`config.mk`:
```
export PLATFORM = sky130hd
export DESIGN_NAME = programmable_io_ports
export DESIGN_NICKNAME = d
export VERILOG_FILES = /design/src/pio_pkg.sv /design/src/input_macrocell.sv /design/src/programmable_io_ports.sv
export SDC_FILE = /design/constraint.sdc
export NUM_CORES = 1
export LEC_CHECK = 0
export BUFFER_PORTS_ARGS = -buffer_cell sky130_fd_sc_hd__buf_2
export CAP_MARGIN = 20
export CORE_ASPECT_RATIO = 1.75
export CORE_MARGIN = 2
export CORE_UTILIZATION = 46
export CTS_CLUSTER_DIAMETER = 120
export DETAILED_ROUTE_END_ITERATION = 8
export GPL_TIMING_DRIVEN = 0
export PLACE_DENSITY = 0.88
export SLEW_MARGIN = 20
export SYNTH_ARGS = -nofsm -noshare
export SYNTH_HDL_FRONTEND = slang
export SYNTH_SLANG_ARGS = --single-unit
export TNS_END_PERCENT = 100
```
`constraint.sdc`:
```
create_clock -name i_clock -period 3 [get_ports i_clock]
set_clock_uncertainty 0.2 [all_clocks]
set_input_delay 0.6 -clock i_clock [delete_from_list [all_inputs] [get_ports i_clock]]
set_output_delay 0.6 -clock i_clock [all_outputs]
set_load 0.005 [all_outputs]
```
`src/pio_pkg.sv`:
```
// shared constants, types and bus carriers for the programmable i/o ports
package pio_pkg;

  // port geometry
  localparam int PORTS       = 4;
  localparam int PORT_W      = 8;
  localparam int NARROW_W    = 3;
  localparam int LOGIC_PORTS = 3;
  localparam logic [7:0] NARROW_MASK = 8'h07;

  // byte offsets inside one port block, and block spacing
  localparam logic [7:0] PORT_STRIDE  = 8'h20;
  localparam logic [7:0] OFS_DATA_IN  = 8'h00;
  localparam logic [7:0] OFS_DATA_OUT = 8'h04;
  localparam logic [7:0] OFS_DIR      = 8'h08;
  localparam logic [7:0] OFS_CTRL     = 8'h0c;
  localparam logic [7:0] OFS_ENABLE   = 8'h10;
  localparam logic [7:0] OFS_MACRO    = 8'h14;
  localparam logic [7:0] OFS_IMC      = 8'h18;
  localparam logic [7:0] MODE_REG_OFS = 8'h80;

  // reset values and field positions
  localparam logic [7:0] CFG_RESET   = 8'h00;
  localparam logic       MODE_RESET  = 1'b0;
  localparam int         PERIPH_BIT  = 7;

  // pin groups on the third and fourth ports
  localparam logic [7:0] C_MACRO_PINS = 8'h9c;
  localparam logic [7:0] C_JTAG_PINS  = 8'h63;
  localparam logic [7:0] D_ECS_PINS   = 8'h06;

  // bus answers
  localparam logic [1:0] RESP_OKAY   = 2'b00;
  localparam logic [1:0] RESP_SLVERR = 2'b10;

  // input macrocell behaviour
  typedef enum logic [1:0] {
    IMC_DIRECT   = 2'b00,
    IMC_LATCH    = 2'b01,
    IMC_REGISTER = 2'b10
  } imc_mode_t;

  // write channel sequencing
  typedef enum logic [1:0] {
    WR_COLLECT = 2'b00,
    WR_RESP    = 2'b01
  } wr_state_t;

  typedef struct packed {
    logic [31:0] awaddr;
    logic        awvalid;
    logic [31:0] wdata;
    logic [3:0]  wstrb;
    logic        wvalid;
    logic        bready;
    logic [31:0] araddr;
    logic        arvalid;
    logic        rready;
  } axil_req_t;

  typedef struct packed {
    logic        awready;
    logic        wready;
    logic        bvalid;
    logic [1:0]  bresp;
    logic        arready;
    logic        rvalid;
    logic [31:0] rdata;
    logic [1:0]  rresp;
  } axil_rsp_t;

endpackage

```
`src/input_macrocell.sv`:
```
// one port's bank of input macrocells: direct, latch or register capture
`timescale 1ns/1ps
module input_macrocell #(
  parameter int                 W          = 8,
  parameter pio_pkg::imc_mode_t MODE       = pio_pkg::IMC_DIRECT,
  parameter logic               USE_STROBE = 1'b1
) (
  input  wire logic         i_clock,
  input  wire logic         i_rst,
  input  wire logic [W-1:0] i_pins,
  input  wire logic         i_addr_strobe,
  input  wire logic         i_term_lo,
  input  wire logic         i_term_hi,
  output logic      [W-1:0] o_value
);
  import pio_pkg::*;

  logic [W-1:0] value_r;
  logic [W-1:0] value_nxt;
  logic [W-1:0] en_now;
  logic [W-1:0] en_prev_r;
  logic [W-1:0] en_rise;

  // low half and high half each follow their own product term
  assign en_now  = USE_STROBE ? {W{i_addr_strobe}}
                              : {{(W - W/2){i_term_hi}}, {(W/2){i_term_lo}}};
  assign en_rise = en_now & ~en_prev_r;

  // latch is transparent while enabled; register grabs on the rising enable
  assign value_nxt = (MODE == IMC_LATCH)    ? ((i_pins & en_now) | (value_r & ~en_now)) :
                     (MODE == IMC_REGISTER) ? ((i_pins & en_rise) | (value_r & ~en_rise)) :
                                              i_pins;

  // capture state
  always_ff @(posedge i_clock) begin
    if (i_rst) begin
      value_r   <= '0;
      en_prev_r <= '0;
    end else begin
      value_r   <= value_nxt;
      en_prev_r <= en_now;
    end
  end

  assign o_value = value_r;

endmodule

```
`src/programmable_io_ports.sv`:
```
// programmable i/o ports: pin multiplexers, drivers, config registers, axi4-lite slave
// Summary of operation
// - four ports: three eight-bit, one three-bit
// - output mux: data out, address, macrocell, selects
// - readback buffer puts one source on bus
// - driver enable is product term or direction
// - no enable term: direction bit alone controls; here a logic output pin without a term drives always
// - three ports have configurable input macrocells
// - logic modes fixed; peripheral and others software-set
// - control bit zero selects processor i/o
// - output pins from data out; inputs readable
// - third, fourth ports lack control, default i/o
// - logic outputs tri-state by term or direction; here those without a term drive always
// - address out needs enable or direction plus control
// - mode bit seven makes first port peripheral buffer
// - peripheral buffer off while selects inactive
// - group two reaches third port pins 2,3,4,7
// - third port jtag pins stay dedicated
// - direction one output, zero input, default input
// - configuration registers reset to zero
//
// The implementer's own choices: the placing of the registers and register access over AXI4-Lite.
`timescale 1ns/1ps
module programmable_io_ports #(
  parameter logic [3:0][7:0] LOGIC_OUT_MASK = '0,
  parameter logic [3:0][7:0] OE_TERM_MASK   = '0,
  parameter logic [7:0]      B_FROM_TWO     = 8'h00,
  parameter logic [2:0][1:0] IMC_MODE       = '0,
  parameter logic [2:0]      IMC_STROBE     = 3'h7
) (
  input  wire logic                i_clock,
  input  wire logic                i_rst,
  input  wire pio_pkg::axil_req_t  i_axil_req,
  output pio_pkg::axil_rsp_t       o_axil_rsp,
  input  wire logic [3:0][7:0]     i_pin,
  output logic      [3:0][7:0]     o_pin,
  output logic      [3:0][7:0]     o_pin_oe_n,
  input  wire logic [3:0][7:0]     i_oe_term,
  input  wire logic [7:0]          i_macro_group_one,
  input  wire logic [7:0]          i_macro_group_two,
  input  wire logic [1:0]          i_external_chip_selects,
  input  wire logic [7:0]          i_latched_addr,
  input  wire logic                i_addr_strobe,
  input  wire logic [2:0][1:0]     i_imc_term,
  input  wire logic                i_periph_select_a,
  input  wire logic                i_periph_select_b,
  input  wire logic [7:0]          i_cpu_data,
  input  wire logic                i_cpu_write,
  output logic      [7:0]          o_periph_data,
  output logic      [2:0][7:0]     o_logic_in
);
  import pio_pkg::*;

  // configuration and data registers
  logic [3:0][7:0] data_out_r;
  logic [3:0][7:0] dir_r;
  logic [1:0][7:0] ctrl_r;
  logic            periph_mode_r;
  logic [3:0][7:0] pin_out_r;
  logic [3:0][7:0] pin_oe_r;
  logic [3:0][7:0] pin_out_nxt;
  logic [3:0][7:0] pin_oe_nxt;
  logic [3:0][7:0] pin_meta_r;
  logic [3:0][7:0] pin_sync_r;
  logic [3:0][7:0] macro_src;
  logic [3:0][7:0] logic_out;
  logic [2:0][7:0] imc_value;
  logic [7:0]      periph_data_r;

  // bus slave state
  wr_state_t   wr_state_r;
  logic        aw_held_r;
  logic        w_held_r;
  logic [31:0] wr_addr_r;
  logic [31:0] wr_data_r;
  logic [3:0]  wr_strb_r;
  logic [1:0]  bresp_r;
  logic        rvalid_r;
  logic [31:0] rdata_r;
  logic [1:0]  rresp_r;

  // address checks; missing control and macrocell blocks answer as unmapped
  function automatic logic reg_ok(input logic [31:0] a);
    logic [7:0] o;
    logic [1:0] p;
    o = {3'b000, a[4:0]};
    p = a[6:5];
    reg_ok = (a[31:8] == 24'h000000) && (a[1:0] == 2'b00) &&
             ((a[7:0] == MODE_REG_OFS) ||
              (!a[7] && (o <= OFS_IMC) && !((o == OFS_CTRL) && p[1]) &&
               !((o == OFS_IMC) && (p == 2'd3))));
  endfunction

  function automatic logic [7:0] port_mask(input logic [1:0] p);
    port_mask = (p == 2'd3) ? NARROW_MASK : 8'hff;
  endfunction

  // one source per read, chosen by offset
  function automatic logic [7:0] readback(input logic [31:0] a);
    logic [7:0] o;
    logic [1:0] p;
    o = {3'b000, a[4:0]};
    p = a[6:5];
    if (a[7])
      readback = {periph_mode_r, 7'h00};
    else if (o == OFS_DATA_IN)
      readback = pin_sync_r[p] & port_mask(p);
    else if (o == OFS_DATA_OUT)
      readback = data_out_r[p];
    else if (o == OFS_DIR)
      readback = dir_r[p];
    else if (o == OFS_CTRL)
      readback = ctrl_r[p[0]];
    else if (o == OFS_ENABLE)
      readback = pin_oe_r[p];
    else if (o == OFS_MACRO)
      readback = macro_src[p] & port_mask(p);
    else
      readback = imc_value[(p == 2'd3) ? 2'd0 : p];
  endfunction

  // handshake decoding
  wire       aw_take = i_axil_req.awvalid && !aw_held_r && (wr_state_r == WR_COLLECT);
  wire       w_take  = i_axil_req.wvalid && !w_held_r && (wr_state_r == WR_COLLECT);
  wire       wr_go   = aw_held_r && w_held_r && (wr_state_r == WR_COLLECT);
  wire       wr_ok   = reg_ok(wr_addr_r);
  wire       wr_en   = wr_go && wr_ok && wr_strb_r[0];
  wire [1:0] wr_port = wr_addr_r[6:5];
  wire [7:0] wr_ofs  = {3'b000, wr_addr_r[4:0]};
  wire [7:0] wr_byte = wr_data_r[7:0] & port_mask(wr_port);
  wire       ar_take = i_axil_req.arvalid && !rvalid_r;

  // write address and data arrive in either order
  always_ff @(posedge i_clock) begin
    if (i_rst) begin
      wr_state_r <= WR_COLLECT;
      aw_held_r  <= 1'b0;
      w_held_r   <= 1'b0;
      wr_addr_r  <= 32'h00000000;
      wr_data_r  <= 32'h00000000;
      wr_strb_r  <= 4'h0;
      bresp_r    <= RESP_OKAY;
    end else begin
      if (aw_take) begin
        aw_held_r <= 1'b1;
        wr_addr_r <= i_axil_req.awaddr;
      end
      if (w_take) begin
        w_held_r  <= 1'b1;
        wr_data_r <= i_axil_req.wdata;
        wr_strb_r <= i_axil_req.wstrb;
      end
      case (wr_state_r)
        WR_COLLECT: begin
          if (wr_go) begin
            wr_state_r <= WR_RESP;
            aw_held_r  <= 1'b0;
            w_held_r   <= 1'b0;
            bresp_r    <= wr_ok ? RESP_OKAY : RESP_SLVERR;
          end
        end
        WR_RESP: begin
          if (i_axil_req.bready) begin
            wr_state_r <= WR_COLLECT;
          end
        end
        default: wr_state_r <= WR_COLLECT;
      endcase
    end
  end

  // software-writable registers; programmed modes are parameters only
  always_ff @(posedge i_clock) begin
    if (i_rst) begin
      data_out_r    <= {PORTS{CFG_RESET}};
      dir_r         <= {PORTS{CFG_RESET}};
      ctrl_r        <= {2{CFG_RESET}};
      periph_mode_r <= MODE_RESET;
    end else if (wr_en && wr_addr_r[7]) begin
      periph_mode_r <= wr_data_r[PERIPH_BIT];
    end else if (wr_en) begin
      case (wr_ofs)
        OFS_DATA_OUT: data_out_r[wr_port] <= wr_byte;
        OFS_DIR:      dir_r[wr_port] <= wr_byte;
        OFS_CTRL:     ctrl_r[wr_port[0]] <= wr_byte;
        default:      ;
      endcase
    end
  end

  // read channel: answer one cycle after the address is taken
  always_ff @(posedge i_clock) begin
    if (i_rst) begin
      rvalid_r <= 1'b0;
      rdata_r  <= 32'h00000000;
      rresp_r  <= RESP_OKAY;
    end else if (ar_take) begin
      rvalid_r <= 1'b1;
      rdata_r  <= reg_ok(i_axil_req.araddr) ? {24'h000000, readback(i_axil_req.araddr)}
                                             : 32'h00000000;
      rresp_r  <= reg_ok(i_axil_req.araddr) ? RESP_OKAY : RESP_SLVERR;
    end else if (i_axil_req.rready) begin
      rvalid_r <= 1'b0;
    end
  end

  assign o_axil_rsp.awready = !aw_held_r && (wr_state_r == WR_COLLECT);
  assign o_axil_rsp.wready  = !w_held_r && (wr_state_r == WR_COLLECT);
  assign o_axil_rsp.bvalid  = (wr_state_r == WR_RESP);
  assign o_axil_rsp.bresp   = bresp_r;
  assign o_axil_rsp.arready = !rvalid_r;
  assign o_axil_rsp.rvalid  = rvalid_r;
  assign o_axil_rsp.rdata   = rdata_r;
  assign o_axil_rsp.rresp   = rresp_r;

  // peripheral buffer drives the first port only while a select is active
  wire periph_sel = i_periph_select_a || i_periph_select_b;
  wire periph_on  = periph_mode_r && periph_sel;

  // per-port source selection and driver enable
  for (genvar p = 0; p < PORTS; p++) begin : g_port
    localparam logic [7:0] ALLOWED = (p == 2) ? C_MACRO_PINS : (p == 3) ? D_ECS_PINS : 8'hff;
    localparam logic [7:0] DEDIC   = (p == 2) ? C_JTAG_PINS : 8'h00;
    wire [7:0] addr_mode = (p < 2) ? ctrl_r[p % 2] : 8'h00;
    wire [7:0] oe_pt     = OE_TERM_MASK[p] & i_oe_term[p];
    wire [7:0] oe_base   = oe_pt | dir_r[p] | (logic_out[p] & ~OE_TERM_MASK[p]);
    wire [7:0] cpu_src   = (addr_mode & i_latched_addr) | (~addr_mode & data_out_r[p]);
    wire [7:0] mux_src   = (logic_out[p] & macro_src[p]) | (~logic_out[p] & cpu_src);
    // undefined enable term: direction bit controls, but a logic output pin drives always
    assign logic_out[p] = LOGIC_OUT_MASK[p] & ALLOWED & ~DEDIC;
    assign macro_src[p] = (p == 0) ? i_macro_group_one :
                          (p == 1) ? ((B_FROM_TWO & i_macro_group_two) |
                                      (~B_FROM_TWO & i_macro_group_one)) :
                          (p == 2) ? (i_macro_group_two & C_MACRO_PINS) :
                                     {5'h00, i_external_chip_selects, 1'b0};
    if (p == 0) begin : g_periph
      assign pin_out_nxt[p] = periph_mode_r ? i_cpu_data : mux_src;
      assign pin_oe_nxt[p]  = periph_mode_r ? {8{periph_on && i_cpu_write}} : oe_base;
    end else begin : g_plain
      assign pin_out_nxt[p] = mux_src & port_mask(2'(p));
      // jtag pins never see this driver
      assign pin_oe_nxt[p]  = oe_base & port_mask(2'(p)) & ~DEDIC;
    end
  end

  // pins registered so writes land one edge after the bus write
  always_ff @(posedge i_clock) begin
    if (i_rst) begin
      pin_out_r  <= '0;
      pin_oe_r   <= '0;
      pin_meta_r <= '0;
      pin_sync_r <= '0;
    end else begin
      pin_out_r  <= pin_out_nxt;
      pin_oe_r   <= pin_oe_nxt;
      pin_meta_r <= i_pin;
      pin_sync_r <= pin_meta_r;
    end
  end

  assign o_pin      = pin_out_r;
  assign o_pin_oe_n = ~pin_oe_r;

  // peripheral read data back toward the processor bus
  always_ff @(posedge i_clock) begin
    if (i_rst) begin
      periph_data_r <= 8'h00;
    end else if (periph_on && !i_cpu_write) begin
      periph_data_r <= pin_sync_r[0];
    end
  end

  assign o_periph_data = periph_data_r;

  // input macrocells on the first three ports
  for (genvar m = 0; m < LOGIC_PORTS; m++) begin : g_imc
    input_macrocell #(
      .W          (PORT_W),
      .MODE       (imc_mode_t'(IMC_MODE[m])),
      .USE_STROBE (IMC_STROBE[m])
    ) u_imc (
      .i_clock       (i_clock),
      .i_rst         (i_rst),
      .i_pins        (pin_sync_r[m]),
      .i_addr_strobe (i_addr_strobe),
      .i_term_lo     (i_imc_term[m][0]),
      .i_term_hi     (i_imc_term[m][1]),
      .o_value       (imc_value[m])
    );
  end

  assign o_logic_in = imc_value;
endmodule

```
# == Word-level counts from Yosys, hierarchy flattened ==
# Index checks and enable logic that the tools add are counted.
# word_totals
regBits,323
latch_bits,0
ram_bits,0
mem_bits_ro,0
input_bits,215
word_cells,186
mem_count,0
# op_classes
n_addsub,0
multipliers,0
div,0
magnitude_cmp,9
n_eq_ne,17
shifts,0
mux,47
bitwise,13
reduce_logical,56
# op_table
op,count
8-bit 2-to-1 mux,22
8-bit binary-select mux with 2-bit select,6
32-bit bitwise mux,2
8-bit AND,7
24-bit zero test,2
32-bit NOT,1
1-bit logical AND,31
"5-bit by 4-bit equality test with 1-bit output, second input constant",4
"5-bit equality test, second input constant",4
16-bit bitwise mux,1
8-bit demux with 2-bit select,1
"8-bit equality test, second input constant",2
8-bit NOT,2
8-bit bitwise OR,2
"5-bit by 3-bit equality test with 1-bit output, second input constant",2
"5-bit <= comparator, second input constant",2
1-bit zero test,10
2-bit 2-to-1 mux,5
"2-bit by 3-bit < comparator with 1-bit output, second input constant",3
3-bit AND reduction,3
8-bit demux with 1-bit select,1
1-bit 2-to-1 mux,8
2-bit zero test,3
5-bit zero test,1
11 further kinds,17

# == Longest topological paths before layout ==
# depth
depth_word,12
depth_mapped,9
ltp_nobuf,6

# == By module ==
# Synthesis repeated with hierarchy kept, for this count alone.
# hier_totals
hier_cells,1168
hier_area_um2,10969.3
# by_module_without_submodules
module,instances,cells_per_inst,area_per_inst_um2,seq_area_each_um2
programmable_io_ports,1,1120,10338.7,4964.8
input_macrocell,3,16,210.2,160.2

# == Worst setup path after synthesis ==
# OpenSTA, ideal clock, no wires.
# synth_path
path_kind,reg-to-reg
start,register wr_addr_r[5]
end,"register ctrl_r, in the netlist g_port[1].addr_mode[0]"
setup_ns,0.128
arrival_time_ns,2.475
required_time_ns,2.672
slack_ns,0.197
stages_incl_launch_ff,8
cell_sequence,dfxtp_1 clkbuf_1 or4_1 or3_1 a2111oi_1 nand4_1 mux2i_1 nor2_1
# synth_between
elab_chain_cells,11
elab_cells_between_ends,18
classes_between,order compare (2); eq/ne (2); mux (3); bitwise (1); reduce/logical (10)
# synth_lines
element,line_no,text
from (decl),programmable_io_ports.sv:74,logic [31:0] wr_addr_r;
from (signal assigned),programmable_io_ports.sv:146,wr_addr_r <= i_axil_req.awaddr;
2-bit equality test,programmable_io_ports.sv:91,!((o == OFS_IMC) && (p == 2'd3))));
1-bit logical AND,programmable_io_ports.sv:91,
1-bit zero test,programmable_io_ports.sv:91,
1-bit logical AND,programmable_io_ports.sv:90,(!a[7] && (o <= OFS_IMC) && !((o == OFS_CTRL) && p[1]) &&
1-bit logical OR,programmable_io_ports.sv:89,((a[7:0] == MODE_REG_OFS) ||
1-bit logical AND,programmable_io_ports.sv:88,reg_ok = (a[31:8] == 24'h000000) && (a[1:0] == 2'b00) &&
1-bit logical AND (2 in a row),programmable_io_ports.sv:127,wire wr_en = wr_go && wr_ok && wr_strb_r[0];
1-bit logical AND,programmable_io_ports.sv:179,end else if (wr_en && wr_addr_r[7]) begin
1-bit NOT (no source line),n/a,
3-bit AND reduction (no source line),n/a,
to (signal assigned),programmable_io_ports.sv:177,ctrl_r <= {2{CFG_RESET}};
"to (signal, indexed assignment)",programmable_io_ports.sv:185,OFS_CTRL: ctrl_r[wr_port[0]] <= wr_byte;
to (decl),programmable_io_ports.sv:57,logic [1:0][7:0] ctrl_r;
# Parallel ways exist; a longest one is shown, timed or not.
# A chain may end at the register's enable or synchronous reset.

# == Worst setup path after layout ==
# layout_path
start,input port i_rst
end,"register periph_data_r[4], in the netlist o_periph_data[4]"
# layout_lines
element,line_no,text
from (decl),programmable_io_ports.sv:32,"input wire logic i_rst,"
to (signal assigned),programmable_io_ports.sv:269,periph_data_r <= pin_sync_r[0];
to (decl),programmable_io_ports.sv:68,logic [7:0] periph_data_r;
# No word-level cell between the ends.

==> metrics.txt <==
status=finished clean; post-route ant nets=0; clock share of power=0.406; RSZ-0062 raised after global routing=false; M1 WL=12500 um; Comb pwr share=0.085; DRC=0; Final HPWL DP=26300 um; first-pass GRT wire length=51400 um; Internal=5.59 mW; wire length on met3=approximately 2200 um; 1st-iter DRT viols=620; drt pass-1 iters=8; # port buffers=between 200 and 250; Syn. warnings=0; Syn Area/Cell=9.34 um2; top cell type's share of synthesized area=0.500; Layout Cells excl Fill=approximately 1800; Skew-Pair Late Insertion Delay=540 ps; sw frac=0.243; row count=74; Die Span Y=207 um; arrival time worst endpoint=approximately 3100 ps; Synth async-reset ratio=0; ys flop type=dfxtp_1; Detailed Route WL=34800 um; Initial Util=0.466; Psw=1.79 mW; WL met2=17600 um; Final Hold Viols=0; sequential fraction of the synthesis area=0.500; Max H-tree Level=1; number of I/O pins=352; pwr dens=550 mW/mm2; area leader, netlist=dfxtp_1; Fin Setup TNS=0 ps; Tot GR Track Use=0.268; CP max FO=10; EDFF count, synth=0; final setup vio count=0; GRT overflow=0; Hold Slack=65.7 ps; Root Driver=clkbuf_16; Cell Area, Synth=0.0109 mm2; Distinct cells, synth=47; largest net degree at the start of global routing=20; Routed WL per cell=about 19 um; f_max=345 MHz; Reg clk slew, reported paths=70 ps; synthesis-stage register bit count=272; Die Wd=120 um; Crit. End Element=flip-flop; CTS tree=done; CORE AREA=0.0233 mm2; gpl congestion=0.943; Util after Layout=0.575; worst slew pin tran=963 ps; die area=0.0249 mm2; Hold Crit Class=in -> reg; crit path launch type=primary input; vias in the first global route=9488; top cells by area, synth=dfxtp_1, mux2i_1, nor2b_1; MaxCap Viol Count=0; Final Slew Violations=0; area grow syn2layout=23.3%; post-synthesis instance total=1165; maximum vdd ir drop=432 uV; share of cells above drive strength 1=0.243; Design Power=about 7.4 mW; Slew headroom=0.356; Post-Place Cells=1741; DR top layer=met4; detailed-route via count=between 9000 and 10000; # nets final=~1700; CTS Sinks=272; CP Data Required Time=3180 ps; initial antenna violation count=1; clk buf depth=3; vias per inst=5.32; CTS buffer count=23; Lkg Pwr=between 5 and 6 nW; share of power burned in registers=0.509; CP Class=in -> reg; Tcrit/Tclk final=0.967; fin crit period=a little under 3000 ps
[metal layers]
metal / GRT usage / up-vias
met3: 0.0324 / 140
met5: 0 / -
met4: 0.188 / 0
li1: - / 4469
met1: 0.288 / 4427
met2: 0.478 / 469
[cells in the final DEF (no fill, tap or decap), types with 13 or more instances in the layout]
cell type / n
o21ai_0: 39
dfxtp_1: 272
inv_1: 31
clkbuf_16: 23
nand2b_1: 15
nand3_1: 16
buf_2: 238
and2_1: 15
conb_1: 40
clkbuf_1: 60
a21oi_1: 70
nand2_1: 135
mux4_2: 18
buf_4: 46
a211oi_1: 13
nor2_1: 111
nor2b_1: 119
mux2i_1: 100
[cell type report]
class                      count  area (um2)
inverter                      31         116
timing repair buffer         239        1210
clock inverter                 8        78.8
tap                          304         380
clock buffer                  34         667
multi-input combinational    791        4940
antenna                        1        2.50
sequential                   272        5450
buffer                       106         572
fill                        2019        9920
[per-stage QoR]
step,worst slack [ps],instance area [um2]
global route,35.7,13400
finish,100,13400
detailed placement,-899,12600
global placement,-935,12600
floorplan,197,11000
CTS,3.93,13400
[worst max-delay path, cell delays in order]
cell and delay, ps:
clkbuf_1 490, clkbuf_1 500, clkbuf_1 700, clkbuf_1 640
nor2_1 140
[power groups by stage]
stage,combinational [mW],clock [mW],sequential (mW)
finish,0.624,3.00,3.76
global route,0.679,3.16,3.76
CTS,0.610,3.01,3.76
detailed placement,0.605,0,3.84
global placement,0.594,0,3.83
floorplan,0.363,0,3.82
[synth_stat cells, types with 12 or more instances]
cell type    n
buf_4       41
a211oi_1    13
nor2_1     111
and2_1      15
nor4_1      12
nand2_1    135
nand2b_1    15
nor2b_1    119
clkbuf_1    59
mux4_2      18
o21ai_0     39
mux2i_1    100
dfxtp_1    272
a21oi_1     70
nand3_1     22
inv_1       31
[cell families (layout without fill, tap and decap cells)]
kind of cell / Yosys count / after routing / share of synthesized area
AOI/OAI and AO/OA: 168 / 168 / 0.0941
buffers and inverters: 140 / 418 / 0.0627
DFF: 272 / 272 / 0.500
muxes: 127 / 127 / 0.139
other: 2 / 41 / 0.000690
and+or+nand+nor: 456 / 456 / 0.204
[path summary, 6_finish.rpt]
kind,startpoint,to,slack (ps),depth (start not counted)
max,i_rst,o_periph_data[4],100,5
min,i_axil_req[0],rvalid_r,70,2
max reg2reg,wr_addr_r[5],g_port[2].oe_base[6],170,9
min reg2reg,pin_meta_r[10],pin_sync_r[10],240,1
[flip-flops by register name (all words and copies together), names as in the netlist]
name                 count
bresp_r                  1
g_imc.u_imc.o_value     24
periph_mode_r            1
o_pin                   27
wr_state_r               1
data_out_r              16
g_port.oe_base          32
wr_data_r                8
g_port.cpu_src          16
rresp_r                  1
wr_addr_r               32
rdata_r                  8
aw_held_r                1
wr_strb_r                1
rvalid_r                 1
w_held_r                 1
o_periph_data            8
pin_oe_r                23
pin_sync_r              27
g_port.addr_mode        16
pin_meta_r              27
[timing repair]
action / 4_1_cts / 5_1_grt
pin swaps: 3 / 0
gates resized for setup: 6 / 15
hold buffers: 0 / 0
setup buffers: 3 / 2
endpoints found under the setup margin: 63 / 56
No activity file was read; power rests on OpenSTA's default activity.
